File: src/design/spi_pkg.sv
// Shared constants, types and helpers of the serial peripheral control block
package spi_pkg;

  // ----------------------------------------------------------------
  // Register offsets
  // ----------------------------------------------------------------
  localparam logic [2:0] OFS_CONTROL_A  = 3'h0;
  localparam logic [2:0] OFS_CONTROL_B  = 3'h1;
  localparam logic [2:0] OFS_IRQ_ENABLE = 3'h2;
  localparam logic [2:0] OFS_IRQ_FLAGS  = 3'h3;
  localparam logic [2:0] OFS_DATA       = 3'h4;

  // ----------------------------------------------------------------
  // Field positions, masks and reset values
  // ----------------------------------------------------------------
  localparam int CA_BIT_ORDER = 6;
  localparam int CA_MASTER    = 5;
  localparam int CA_DOUBLE    = 4;
  localparam int CA_RATE_HI   = 2;
  localparam int CA_RATE_LO   = 1;
  localparam int CA_ENABLE    = 0;
  localparam int CB_BUFFERED  = 7;
  localparam int CB_WAIT_RX   = 6;
  localparam int CB_SEL_IGN   = 2;
  localparam int CB_MODE_HI   = 1;
  localparam int CB_MODE_LO   = 0;
  localparam int FL_RX_DONE   = 7;
  localparam int FL_TX_DONE   = 6;
  localparam int FL_TX_EMPTY  = 5;
  localparam int FL_SEL_TRIG  = 4;
  localparam int FL_OVERRUN   = 0;
  localparam int IE_UNBUF     = 0;
  localparam logic [7:0] CA_MASK   = 8'h77;
  localparam logic [7:0] CB_MASK   = 8'hc7;
  localparam logic [7:0] IE_MASK   = 8'hf1;
  localparam logic [7:0] REG_RESET = 8'h00;

  // ----------------------------------------------------------------
  // Vector, byte framing and rate divider
  // ----------------------------------------------------------------
  localparam logic [7:0] IRQ_VECTOR_OFS = 8'h00;
  localparam logic [3:0] LAST_EDGE      = 4'hf;
  localparam logic [1:0] RX_FULL        = 2'h2;
  localparam int DIV_CODE0 = 4;
  localparam int DIV_CODE1 = 16;
  localparam int DIV_CODE2 = 64;
  localparam int DIV_CODE3 = 128;
  localparam int HALF_W    = 7;

  // Clocks per SCK half period for a divider code and doubling
  function automatic logic [HALF_W-1:0] half_cycles(input logic [1:0] code,
                                                    input logic       dbl);
    int div;
    unique case (code)
      2'h0: div = DIV_CODE0;
      2'h1: div = DIV_CODE1;
      2'h2: div = DIV_CODE2;
      2'h3: div = DIV_CODE3;
    endcase
    half_cycles = HALF_W'((div / 2) >> dbl);
  endfunction

  // Sticky flag update where the set beats the clear
  function automatic logic flag_upd(input logic set, input logic held,
                                    input logic clr);
    flag_upd = set | (held & ~clr);
  endfunction

  typedef enum logic {ST_IDLE, ST_RUN} xfer_state_t;

  typedef struct packed {
    logic sck;
    logic sck_oe;
    logic mosi;
    logic mosi_oe;
    logic miso;
    logic miso_oe;
  } spi_pins_t;

endpackage

File: src/design/spi_ctrl.sv
// Serial peripheral control, buffering and interrupt logic
// Notes on behaviour
// Request stays while enabled flag is set
// All sources share vector offset zero
// Deep sleep aborts transfer; idle keeps running
// Bit order: 0 MSB first, 1 LSB
// Role bit: 0 slave, 1 master
// Select low in master drops role, flags
// Select ignore bit keeps master role
// Clock double halves master SCK period
// Divider code gives clock/4,16,64,128
// Enable bit switches interface on
// Buffered mode: two rx, one tx buffer
// Without wait bit, first byte is dummy
// With wait bit, idle write loads shifter
// Mode field picks sample and setup edges
// SCK idles at leading edge's start level
// Rx done enable, zero when unbuffered
// Tx done enable, zero when unbuffered
// Tx empty enable, zero when unbuffered
// Select trigger enable, zero when unbuffered
// Unbuffered enable gates byte done flag
// Byte done clears on ack or read-access
// Write while busy sets collision, ignored
// Third byte with full buffers sets overrun
// Data read pops second rx buffer
// Eight bits per byte, full duplex
//
// Design decision made here: the strobed register port.
module spi_ctrl
  import spi_pkg::*;
(
  input  wire logic       clock_in,
  input  wire logic       arst_n_in,
  input  wire logic [2:0] addr_in,
  input  wire logic [7:0] wdata_in,
  input  wire logic       wr_in,
  input  wire logic       rd_in,
  input  wire logic       deep_sleep_in,
  input  wire logic       irq_ack_in,
  input  wire logic       sck_in,
  input  wire logic       mosi_in,
  input  wire logic       miso_in,
  input  wire logic       ss_n_in,
  output logic [7:0]      rdata_out,
  output logic            irq_out,
  output logic [7:0]      irq_vector_out,
  output spi_pins_t       pins_out
);

  // ----------------------------------------------------------------
  // Declarations
  // ----------------------------------------------------------------
  logic [7:0]  ctrl_a_reg, ctrl_b_reg, ie_reg;
  logic [3:0]  sync1_reg, sync2_reg;
  logic        sck_d_reg;
  xfer_state_t st_reg;
  logic [3:0]  edge_cnt_reg;
  logic        sck_reg;
  logic [7:0]  sh_reg, rx_reg, tx_buf_reg, rx1_reg, rx2_reg;
  logic        sh_valid_reg, tx_full_reg;
  logic [1:0]  rx_cnt_reg, rx_cnt_mid;
  logic        if_reg, if_arm_reg, write_collision_flag_reg, write_collision_flag_arm_reg;
  logic        rxc_reg, txc_reg, select_trigger_flag_reg, ovf_reg;
  logic [7:0]  rx_next, flags_rd, ie_rd;
  logic        en, master, bit_order_select, buffered_operation_bit, buffer_wait_receive_bit, select_line_ignore_bit, cpol, cpha;
  logic        ss_s, sck_s, in_bit, tx_bit;
  logic        busy, ss_trig, abort, slave_sel, m_start, tick;
  logic        edge_ev, byte_done, sample;
  logic        wr_data, rd_data, data_acc, rd_flags, w1c, irq_cond;

  // ----------------------------------------------------------------
  // Field decode
  // ----------------------------------------------------------------
  // Control fields
  assign en     = ctrl_a_reg[CA_ENABLE];
  assign master = ctrl_a_reg[CA_MASTER];
  assign bit_order_select   = ctrl_a_reg[CA_BIT_ORDER];
  assign buffered_operation_bit  = ctrl_b_reg[CB_BUFFERED];
  assign buffer_wait_receive_bit  = ctrl_b_reg[CB_WAIT_RX];
  assign select_line_ignore_bit    = ctrl_b_reg[CB_SEL_IGN];
  assign cpol   = ctrl_b_reg[CB_MODE_HI];
  assign cpha   = ctrl_b_reg[CB_MODE_LO];

  // Bus strobes
  assign wr_data  = wr_in & (addr_in == OFS_DATA);
  assign rd_data  = rd_in & (addr_in == OFS_DATA);
  assign data_acc = wr_data | rd_data;
  assign rd_flags = rd_in & (addr_in == OFS_IRQ_FLAGS);
  assign w1c      = wr_in & (addr_in == OFS_IRQ_FLAGS);

  // ----------------------------------------------------------------
  // Pin synchronisers
  // ----------------------------------------------------------------
  // Two flops per pin, plus an edge flop on SCK
  always_ff @(posedge clock_in or negedge arst_n_in) begin
    if (!arst_n_in) begin
      sync1_reg <= 4'hf;
      sync2_reg <= 4'hf;
      sck_d_reg <= 1'b0;
    end else begin
      sync1_reg <= {ss_n_in, sck_in, mosi_in, miso_in};
      sync2_reg <= sync1_reg;
      sck_d_reg <= sync2_reg[2];
    end
  end

  assign ss_s   = sync2_reg[3];
  assign sck_s  = sync2_reg[2];
  assign in_bit = master ? sync2_reg[0] : sync2_reg[1];
  assign tx_bit = bit_order_select ? sh_reg[0] : sh_reg[7];

  // ----------------------------------------------------------------
  // Transfer control
  // ----------------------------------------------------------------
  // Select trigger only when the line is not ignored
  assign ss_trig   = en & master & ~select_line_ignore_bit & ~ss_s;
  assign slave_sel = en & ~master & ~ss_s;
  // Deep sleep, disable, role loss or slave deselect stop the byte
  assign abort   = deep_sleep_in | ~en | ss_trig | (~master & ss_s);
  assign busy    = (st_reg == ST_RUN) & (master | (edge_cnt_reg != 4'h0));
  assign m_start = en & master & ~abort & (sh_valid_reg | (buffered_operation_bit & tx_full_reg));
  assign edge_ev = (st_reg == ST_RUN) & ~abort & (master ? tick : (sck_s ^ sck_d_reg));
  assign byte_done = edge_ev & (edge_cnt_reg == LAST_EDGE);
  // Even edges lead; sample on leading edge when phase is zero
  assign sample    = (edge_cnt_reg[0] == cpha);

  // Master rate generator, doubling ignored in slave role
  spi_sck_gen #(
    .CNT_W (HALF_W)
  ) u_sck_gen (
    .clock_in  (clock_in),
    .arst_n_in (arst_n_in),
    .run_in    ((st_reg == ST_RUN) & master & ~abort),
    .half_in   (half_cycles(ctrl_a_reg[CA_RATE_HI:CA_RATE_LO],
                            ctrl_a_reg[CA_DOUBLE])),
    .tick_out  (tick)
  );

  // Byte state machine
  always_ff @(posedge clock_in or negedge arst_n_in) begin
    if (!arst_n_in) begin
      st_reg <= ST_IDLE;
    end else begin
      unique case (st_reg)
        ST_IDLE: begin
          if (!abort && (m_start || slave_sel)) begin
            st_reg <= ST_RUN;
          end
        end
        ST_RUN: begin
          if (abort || (master && byte_done)) begin
            st_reg <= ST_IDLE;
          end
        end
      endcase
    end
  end

  // Edge counter and master SCK level
  always_ff @(posedge clock_in or negedge arst_n_in) begin
    if (!arst_n_in) begin
      edge_cnt_reg <= 4'h0;
      sck_reg      <= 1'b0;
    end else if (st_reg == ST_IDLE || abort) begin
      edge_cnt_reg <= 4'h0;
      sck_reg      <= cpol;
    end else if (edge_ev) begin
      edge_cnt_reg <= edge_cnt_reg + 4'h1;
      sck_reg      <= ~sck_reg;
    end
  end

  // ----------------------------------------------------------------
  // Shift register and transmit buffer
  // ----------------------------------------------------------------
  // Received byte including a sample on the current edge
  always_comb begin
    rx_next = rx_reg;
    if (edge_ev && sample) begin
      rx_next = bit_order_select ? {in_bit, rx_reg[7:1]} : {rx_reg[6:0], in_bit};
    end
  end

  always_ff @(posedge clock_in or negedge arst_n_in) begin
    if (!arst_n_in) begin
      sh_reg       <= REG_RESET;
      rx_reg       <= REG_RESET;
      tx_buf_reg   <= REG_RESET;
      sh_valid_reg <= 1'b0;
      tx_full_reg  <= 1'b0;
    end else begin
      rx_reg <= rx_next;
      // Setup edges move the next bit out, except the first leading one
      if (edge_ev && !sample && !(cpha && edge_cnt_reg == 4'h0)) begin
        sh_reg <= bit_order_select ? {1'b0, sh_reg[7:1]} : {sh_reg[6:0], 1'b0};
      end
      if (deep_sleep_in || !en) begin
        sh_valid_reg <= 1'b0;
      end else if (byte_done) begin
        if (buffered_operation_bit && tx_full_reg) begin
          sh_reg       <= tx_buf_reg;
          sh_valid_reg <= 1'b1;
          tx_full_reg  <= 1'b0;
        end else begin
          sh_valid_reg <= 1'b0;
        end
      end else if (st_reg == ST_IDLE && m_start && !sh_valid_reg) begin
        sh_valid_reg <= 1'b0;
      end
      // Writes; a collision write leaves the shifter untouched
      if (wr_data && !buffered_operation_bit && !busy) begin
        sh_reg       <= wdata_in;
        sh_valid_reg <= 1'b1;
      end else if (wr_data && buffered_operation_bit && !tx_full_reg) begin
        if (buffer_wait_receive_bit && en && ss_s && !busy && !sh_valid_reg) begin
          sh_reg       <= wdata_in;
          sh_valid_reg <= 1'b1;
        end else begin
          tx_buf_reg  <= wdata_in;
          tx_full_reg <= 1'b1;
        end
      end
      if (!buffered_operation_bit) begin
        tx_full_reg <= 1'b0;
      end
    end
  end

  // ----------------------------------------------------------------
  // Receive buffers
  // ----------------------------------------------------------------
  // Fill level after a possible read pop
  assign rx_cnt_mid = (buffered_operation_bit && rd_data && rx_cnt_reg != 2'h0) ?
                      rx_cnt_reg - 2'h1 : rx_cnt_reg;

  always_ff @(posedge clock_in or negedge arst_n_in) begin
    if (!arst_n_in) begin
      rx1_reg    <= REG_RESET;
      rx2_reg    <= REG_RESET;
      rx_cnt_reg <= 2'h0;
    end else if (!buffered_operation_bit) begin
      rx_cnt_reg <= 2'h0;
      if (byte_done) begin
        rx2_reg <= rx_next;
      end
    end else begin
      if (rd_data && rx_cnt_reg == RX_FULL) begin
        rx2_reg <= rx1_reg;
      end
      rx_cnt_reg <= rx_cnt_mid;
      if (byte_done && rx_cnt_mid != RX_FULL) begin
        rx_cnt_reg <= rx_cnt_mid + 2'h1;
        if (rx_cnt_mid == 2'h0) begin
          rx2_reg <= rx_next;
        end else begin
          rx1_reg <= rx_next;
        end
      end
    end
  end

  // ----------------------------------------------------------------
  // Flags
  // ----------------------------------------------------------------
  // Unbuffered byte done and collision, cleared by read then access
  always_ff @(posedge clock_in or negedge arst_n_in) begin
    if (!arst_n_in) begin
      if_reg        <= 1'b0;
      if_arm_reg    <= 1'b0;
      write_collision_flag_reg     <= 1'b0;
      write_collision_flag_arm_reg <= 1'b0;
    end else begin
      if_reg <= flag_upd(~buffered_operation_bit & (byte_done | ss_trig), if_reg,
                         irq_ack_in | (if_arm_reg & data_acc));
      if_arm_reg <= (rd_flags & if_reg) | (if_arm_reg & ~data_acc);
      write_collision_flag_reg <= flag_upd(~buffered_operation_bit & wr_data & busy, write_collision_flag_reg,
                            write_collision_flag_arm_reg & data_acc);
      write_collision_flag_arm_reg <= (rd_flags & write_collision_flag_reg) | (write_collision_flag_arm_reg & ~data_acc);
    end
  end

  // Buffered flags, write one to clear; rx done also clears when empty, overrun on data read
  always_ff @(posedge clock_in or negedge arst_n_in) begin
    if (!arst_n_in) begin
      rxc_reg  <= 1'b0;
      txc_reg  <= 1'b0;
      select_trigger_flag_reg <= 1'b0;
      ovf_reg  <= 1'b0;
    end else begin
      rxc_reg  <= flag_upd(buffered_operation_bit & byte_done, rxc_reg,
                           (w1c & wdata_in[FL_RX_DONE]) | (rx_cnt_mid == 2'h0));
      txc_reg  <= flag_upd(buffered_operation_bit & byte_done & ~tx_full_reg, txc_reg,
                           w1c & wdata_in[FL_TX_DONE]);
      select_trigger_flag_reg <= flag_upd(buffered_operation_bit & ss_trig, select_trigger_flag_reg,
                           w1c & wdata_in[FL_SEL_TRIG]);
      ovf_reg  <= flag_upd(buffered_operation_bit & byte_done & (rx_cnt_mid == RX_FULL), ovf_reg,
                           rd_data);
    end
  end

  // Readable flag and enable views
  always_comb begin
    flags_rd = 8'h00;
    flags_rd[FL_RX_DONE]  = buffered_operation_bit ? rxc_reg : if_reg;
    flags_rd[FL_TX_DONE]  = buffered_operation_bit ? txc_reg : write_collision_flag_reg;
    flags_rd[FL_TX_EMPTY] = buffered_operation_bit & ~tx_full_reg;
    flags_rd[FL_SEL_TRIG] = buffered_operation_bit & select_trigger_flag_reg;
    flags_rd[FL_OVERRUN]  = buffered_operation_bit & ovf_reg;
    ie_rd = ie_reg & {{4{buffered_operation_bit}}, 4'hf};
  end

  // Enabled flags in bits 7:4, or unbuffered byte done, raise the single request
  assign irq_cond = buffered_operation_bit ? |(ie_rd[7:4] & flags_rd[7:4])
                          : ie_reg[IE_UNBUF] & if_reg;

  // ----------------------------------------------------------------
  // Register file
  // ----------------------------------------------------------------
  // Software writes; select trigger drops the role bit afterwards
  always_ff @(posedge clock_in or negedge arst_n_in) begin
    if (!arst_n_in) begin
      ctrl_a_reg <= REG_RESET;
      ctrl_b_reg <= REG_RESET;
      ie_reg     <= REG_RESET;
    end else begin
      if (wr_in && addr_in == OFS_CONTROL_A) begin
        ctrl_a_reg <= wdata_in & CA_MASK;
      end
      if (wr_in && addr_in == OFS_CONTROL_B) begin
        ctrl_b_reg <= wdata_in & CB_MASK;
      end
      if (wr_in && addr_in == OFS_IRQ_ENABLE) begin
        ie_reg <= wdata_in & IE_MASK;
      end
      if (ss_trig) begin
        ctrl_a_reg[CA_MASTER] <= 1'b0;
      end
    end
  end

  // Read data for one cycle; unmapped reads give zero
  always_ff @(posedge clock_in or negedge arst_n_in) begin
    if (!arst_n_in) begin
      rdata_out <= 8'h00;
    end else if (rd_in) begin
      unique case (addr_in)
        OFS_CONTROL_A:  rdata_out <= ctrl_a_reg;
        OFS_CONTROL_B:  rdata_out <= ctrl_b_reg;
        OFS_IRQ_ENABLE: rdata_out <= ie_rd;
        OFS_IRQ_FLAGS:  rdata_out <= flags_rd;
        OFS_DATA:       rdata_out <= rx2_reg;
        default:        rdata_out <= 8'h00;
      endcase
    end else begin
      rdata_out <= 8'h00;
    end
  end

  // ----------------------------------------------------------------
  // Outputs
  // ----------------------------------------------------------------
  always_ff @(posedge clock_in or negedge arst_n_in) begin
    if (!arst_n_in) begin
      irq_out        <= 1'b0;
      irq_vector_out <= 8'h00;
      pins_out       <= '0;
    end else begin
      irq_out          <= irq_cond;
      irq_vector_out   <= IRQ_VECTOR_OFS;
      pins_out.sck     <= master ? sck_reg : cpol;
      pins_out.sck_oe  <= en & master;
      pins_out.mosi    <= tx_bit;
      pins_out.mosi_oe <= en & master;
      pins_out.miso    <= tx_bit;
      pins_out.miso_oe <= en & ~master & ~ss_s;
    end
  end
endmodule

File: src/design/spi_sck_gen.sv
// Master SCK half-period tick generator
module spi_sck_gen #(
  parameter int CNT_W = 7
) (
  input  wire logic             clock_in,
  input  wire logic             arst_n_in,
  input  wire logic             run_in,
  input  wire logic [CNT_W-1:0] half_in,
  output logic                  tick_out
);

  logic [CNT_W-1:0] cnt_reg;

  // ----------------------------------------------------------------
  // Parameter check
  // ----------------------------------------------------------------
  if (CNT_W < 7) begin : g_chk
    $error("spi_sck_gen: CNT_W too small for the slowest rate");
  end

  // ----------------------------------------------------------------
  // Counter
  // ----------------------------------------------------------------
  // One tick each half period while running
  always_ff @(posedge clock_in or negedge arst_n_in) begin
    if (!arst_n_in) begin
      cnt_reg  <= '0;
      tick_out <= 1'b0;
    end else if (!run_in) begin
      cnt_reg  <= '0;
      tick_out <= 1'b0;
    end else if (cnt_reg == half_in - CNT_W'(1)) begin
      cnt_reg  <= '0;
      tick_out <= 1'b1;
    end else begin
      cnt_reg  <= cnt_reg + CNT_W'(1);
      tick_out <= 1'b0;
    end
  end

endmodule

File: config.mk
export PLATFORM = sky130hd
export DESIGN_NAME = spi_ctrl
export DESIGN_NICKNAME = d
export VERILOG_FILES = /design/src/design/spi_pkg.sv /design/src/design/spi_ctrl.sv /design/src/design/spi_sck_gen.sv
export SDC_FILE = /design/constraint.sdc
export NUM_CORES = 1
export LEC_CHECK = 0
export BUFFER_PORTS_ARGS = -buffer_cell sky130_fd_sc_hd__buf_2
export CORE_ASPECT_RATIO = 1.4
export CORE_MARGIN = 2
export CORE_UTILIZATION = 40
export DETAILED_ROUTE_END_ITERATION = 16
export PLACE_DENSITY = 0.61
export SETUP_SLACK_MARGIN = 0.02
export SLEW_MARGIN = 25
export SYNTH_ARGS = -nofsm -noshare
export SYNTH_HDL_FRONTEND = slang
export SYNTH_HIERARCHICAL = 1
export SYNTH_SLANG_ARGS = --single-unit
File: constraint.sdc
create_clock -name clock_in -period 6.75 [get_ports clock_in]
set_input_delay 0.675 -clock clock_in [delete_from_list [all_inputs] [get_ports clock_in]]
set_output_delay 0.675 -clock clock_in [all_outputs]
set_load 0.005 [all_outputs]
**After elaboration in Yosys (flattened, before gate mapping)**

Cells that the tools add are included.

- Register bits after elaboration: 104
- Input port bits: 21
- Logic and storage cells: 242

- Add/sub/neg operators: 6
- Equal/unequal tests: 13
- Shifts and indexed selects: 1
- Muxes and demuxes: 55
- Bitwise gates (word level): 85
- Reduce and logical (&&, ||, !) cells: 48

Operator list:

| cell | count |
|---|---|
| 8-bit two-way mux | 16 |
| 32-bit case mux with 4 select lines | 1 |
| 1-bit bitwise AND | 46 |
| 8-bit case mux with 5 select lines | 1 |
| 32-bit by 1-bit adder with 32-bit output | 1 |
| 32-bit by 1-bit right shift with 7-bit output | 1 |
| 1-bit two-way mux | 28 |
| 1-bit logical AND | 24 |
| 1-bit NOT | 19 |
| 1-bit bitwise OR | 17 |
| 7-bit two-way mux | 2 |
| 8-bit bitwise AND | 1 |
| 2-bit equality test, second input constant | 4 |
| 1-bit zero test | 8 |
| 4-bit two-way mux | 2 |
| 2-bit nonzero test | 4 |
| 7-bit by 1-bit adder with 7-bit output, second input constant | 1 |
| 7-bit equality test | 1 |
| 7-bit by 1-bit subtractor with 7-bit output, second input constant | 1 |
| 3-bit by 2-bit equality test with 1-bit output, second input constant | 2 |
| 2-bit two-way mux | 3 |
| 6-bit two-way mux | 1 |
| 3-bit AND reduction | 2 |
| 4-bit by 1-bit adder with 4-bit output, second input constant | 1 |
| 17 further kinds | 21 |

**Depth between registers and ports, before layout**

- Depth after elaboration: 17
- Gate-level depth with buffers: 12
- Gate-level depth less buffers: 11

**Cells and area by module**

Netlist, hierarchy kept.

Modules (own cells, without submodules):

| module | times used | cells each | area an instance (um^2) |
|---|---|---|---|
| spi_ctrl | 1 | 446 | 4800.9 |
| spi_sck_gen | 1 | 56 | 559.3 |

**Worst setup path before layout**

Ideal clock, no wire load.

- Kind: input port to flip-flop
- Start: input addr_in[0]
- End: register rx2_reg[1]
- Setup time: 123 ps
- Arrival time: 3180 ps
- Data required time: 6627 ps
- Slack: 3448 ps
- Stages: 12
- Path through: clkbuf_1 -> nor3b_2 -> nor3b_1 -> mux2_2 -> inv_1 -> ha_1 -> nand2b_1 -> nand2_1 -> and4_1 -> buf_2 -> or2_1 -> o221a_2

- Longest elaborated chain between the ends: 9

Ends and longest elaborated chain:

| what | RTL line | text |
|---|---|---|
| from (decl) | spi_ctrl.sv:35 | `input wire logic [2:0] addr_in,` |
| 3-bit equality test * | spi_ctrl.sv:87 | `assign rd_data = rd_in & (addr_in == OFS_DATA);` |
| 1-bit bitwise AND * | spi_ctrl.sv:87 |  |
| 1-bit logical AND (2 in a row) | spi_ctrl.sv:234 | `assign rx_cnt_mid = (buffered_operation_bit && rd_data && rx_cnt_reg != 2'h0) ?` |
| 2-bit two-way mux | spi_ctrl.sv:234 |  |
| 2-bit zero test / 2-bit != test (equally long branches) | spi_ctrl.sv:254, spi_ctrl.sv:252 |  |
| 8-bit two-way mux / 1-bit logical AND (equally long branches) | spi_ctrl.sv:254, spi_ctrl.sv:252 |  |
| 8-bit two-way mux * | spi_ctrl.sv:252 | `if (byte_done && rx_cnt_mid != RX_FULL) begin` |
| 8-bit two-way mux * | spi_ctrl.sv:242 | `end else if (!buffered_operation_bit) begin` |
| to (signal assigned) | spi_ctrl.sv:245 | `rx2_reg <= rx_next;` |
| to (signal assigned) | spi_ctrl.sv:249 | `rx2_reg <= rx1_reg;` |
| to (signal assigned) | spi_ctrl.sv:255 | `rx2_reg <= rx_next;` |
| to (decl) | spi_ctrl.sv:60 | `logic [7:0] sh_reg, rx_reg, tx_buf_reg, rx1_reg, rx2_reg;` |

Every way passes the cells marked *; elsewhere a longest branch is shown, timed or not.
A chain may end at the register's enable or synchronous reset.

**Worst setup path after layout**

- Start: input addr_in[2]
- End: register rx2_reg[2]

Same word-level chain as after synthesis.

==> results.cfg <==
[pwr]
power.density_nw_per_um2 = 263
peakVddDrop_uv = 115
power_uw = 1570
leakage_uw = 0.00261

[cells_and_area]
fillCellCount = 1299
multiInputGateArea_um2 = 2540
drive_gt1_share_pct = 23.7
n_antenna_cell = 0
area.sequential_um2 = 2610
final_util_pct = 44.9
finalNetCount = 559
syn_to_final_growth_pct = 11.2
fin_area_um2 = 5960

[clocking]
cts.sink_count = 104
cts_setup_buffers = 0
clk_pin_slew_ns = 0.07
h-tree-depth = 3
clk_path_buf_depth = 2
holdBufCountCts = 0
cts_tree = built
clk-insertion-delay-late_ns = 0.35
cts_root_buf = clkbuf_16
cts_resized = 0
cts_made_buffers = 9

[worst_setup_path]
cp.arrival_ns = 3.62
critPathCaptureType = register
crit_required_ns = 6.98
cp_max_fo = 15
worstSetupStartpoint = addr_in[2]
crit_type = in2reg
r2r_start = ctrl_a_reg[5]
start_kind = input pin

[global_routing]
grt_max_degree = 66
grt_pass1_vias = 3929
grt_usage_pct = 18.7
grt_pass1_wl_mm = 20.9
grt_overflow = 0
antenna_found_initial = 0

[yosys]
synth_area_leaders = dfrtp_1, mux2_2, dfstp_2
synth_area_um2 = 5360
ys_top_cells_by_count = dfrtp_1, nand2_1, mux2_2
synth_edf_count = 0
syn_inst = 502
synth_top_area_share_pct = 44.8
synth-async-reset-ratio_pct = 100
ys_types = 68
synth_ff_type = dfrtp_1
yosysWarnings = 6
synth_seq_cells = 104
synth_top_area_cell = dfrtp_1
yosysMostFrequentCell = dfrtp_1
ys_seq_area_share_pct = 48.7
synth.avg_cell_area_um2 = 10.7

[sta]
slew_headroom_pct = 34.1
tns_ns = 0
whs_ns = 0.292
drv_slew = 0
hold_violations = 0
max_freq_ghz = 0.295
setup_viol = 0
min_period_over_period_pct = 50.2
skew_ns = 0.0103
min_period_ns = 3.39
grt_setup_unrepaired = false
worstMarginPinSlew_ns = 0.976

[routing]
first_iter_violations = 255
ant_nets = 0
wl_per_cell_um = 17.3
vias_per_cell = 5.40
wirelength_mm = 12.4
vias = 3874
drc = 0
firstDrtPassIters = 6

[placement]
hpwlAfterDp_mm = 9.11
place_area_um2 = 5660
place.port_buffers = 35
gp_congestion = 0.864

[die]
die_area_um2 = 14400
die_y_um = 141
num_io_pins = 44
die_w_um = 102
start_util_pct = 40.4
core_area_um2 = 13300
row_count = 50

[status]
outcome = completed

[job]
cap_violations = 0

[worst_hold_path]
hp-class = in2async
==> kinds of logic (layout without fill, tap and decap cells) <==
| kind of cell | Yosys count | after routing | share of synthesized area (%) |
|---|---|---|---|
| compound gates | 98 | 98 | 13.1 |
| xor+xnor | 23 | 23 | 4.02 |
| fa+ha+maj | 8 | 8 | 1.87 |
| buf+inv | 51 | 77 | 4.53 |
| flops | 104 | 104 | 48.7 |
| mux | 54 | 54 | 11.8 |
| other cells | 1 | 8 | 0.0700 |
| simple gates | 163 | 163 | 15.9 |
==> area by class of cell <==
cell class	count	area share, %
clock buffers	11	3.91
clock inverters	5	0.966
inverters	22	1.39
multi-input cells	354	42.6
flip-flops and latches	104	43.8
well taps	182	3.82
repair buffers	39	3.49
==> cell usage in the layout, fill, tap and decap left out, drive strengths merged, types with 3 or more instances in the layout <==
cell      instances
dfrtp            96
nand2            53
mux2             49
buf              39
nor2             29
o21ai            24
inv              22
o211ai           15
xnor2            14
a21oi            13
nand3            13
nor3             11
clkbuf           11
nand2b            9
and3              9
xor2              8
ha                8
conb              8
dfstp             8
a22oi             7
a211oi            7
mux2i             5
or3               5
o221a             5
and2              4
nand4             4
o211a             4
a31oi             4
nor2b             4
a32o              4
nand3b            3
a22o              3
clkinvlp          3
nor3b             3
nor4              3
or3b              3
==> per-stage QoR <==
step	instances	worst slack [ns]
floorplan	509	3.45
global placement	701	3.16
detailed placement	701	3.07
CTS	717	3.41
global route	717	3.09
finish	717	3.36
==> metal layers <==
metal | wire (um) | track usage (%) | vias to the layer above
li1 | - | - | 1834
met1 | 5300 | 23.8 | 1929
met2 | 6480 | 32.3 | 96
met3 | 410 | 2.68 | 15
met4 | 223 | 6.04 | 0
met5 | 0 | 0 | -
==> worst max-delay path, cell delays in order <==
cell and delay (ns):
buf_2 0.25, nor3b_2 0.50, nor3b_1 0.39, mux2_2 0.41, inv_1 0.06, ha_1 0.22
nand2b_1 0.16, nand2_1 0.07, and4_1 0.31, or2_1 0.31, o221a_2 0.27
==> final timing paths <==
check / cells after the start / slack [ns] / to
setup reg to reg: 5 / 3.63 / rx1_reg[1]
max in group asynchronous: 2 / 5.27 / sh_reg[2]
min in group clock_in: 0 / 0.36 / sync2_reg[2]
setup / recovery: 11 / 3.36 / rx2_reg[2]
hold / removal: 1 / 0.29 / rdata_out[2]
hold reg to reg: 0 / 0.36 / sync2_reg[2]
==> power breakdown <==
group | internal, uW | switching, uW | leakage [uW]
clock network | 287 | 228 | 0.000132
logic | 132 | 156 | 0.00112
registers | 693 | 71.7 | 0.00136
(Power assumes the default switching activity.)
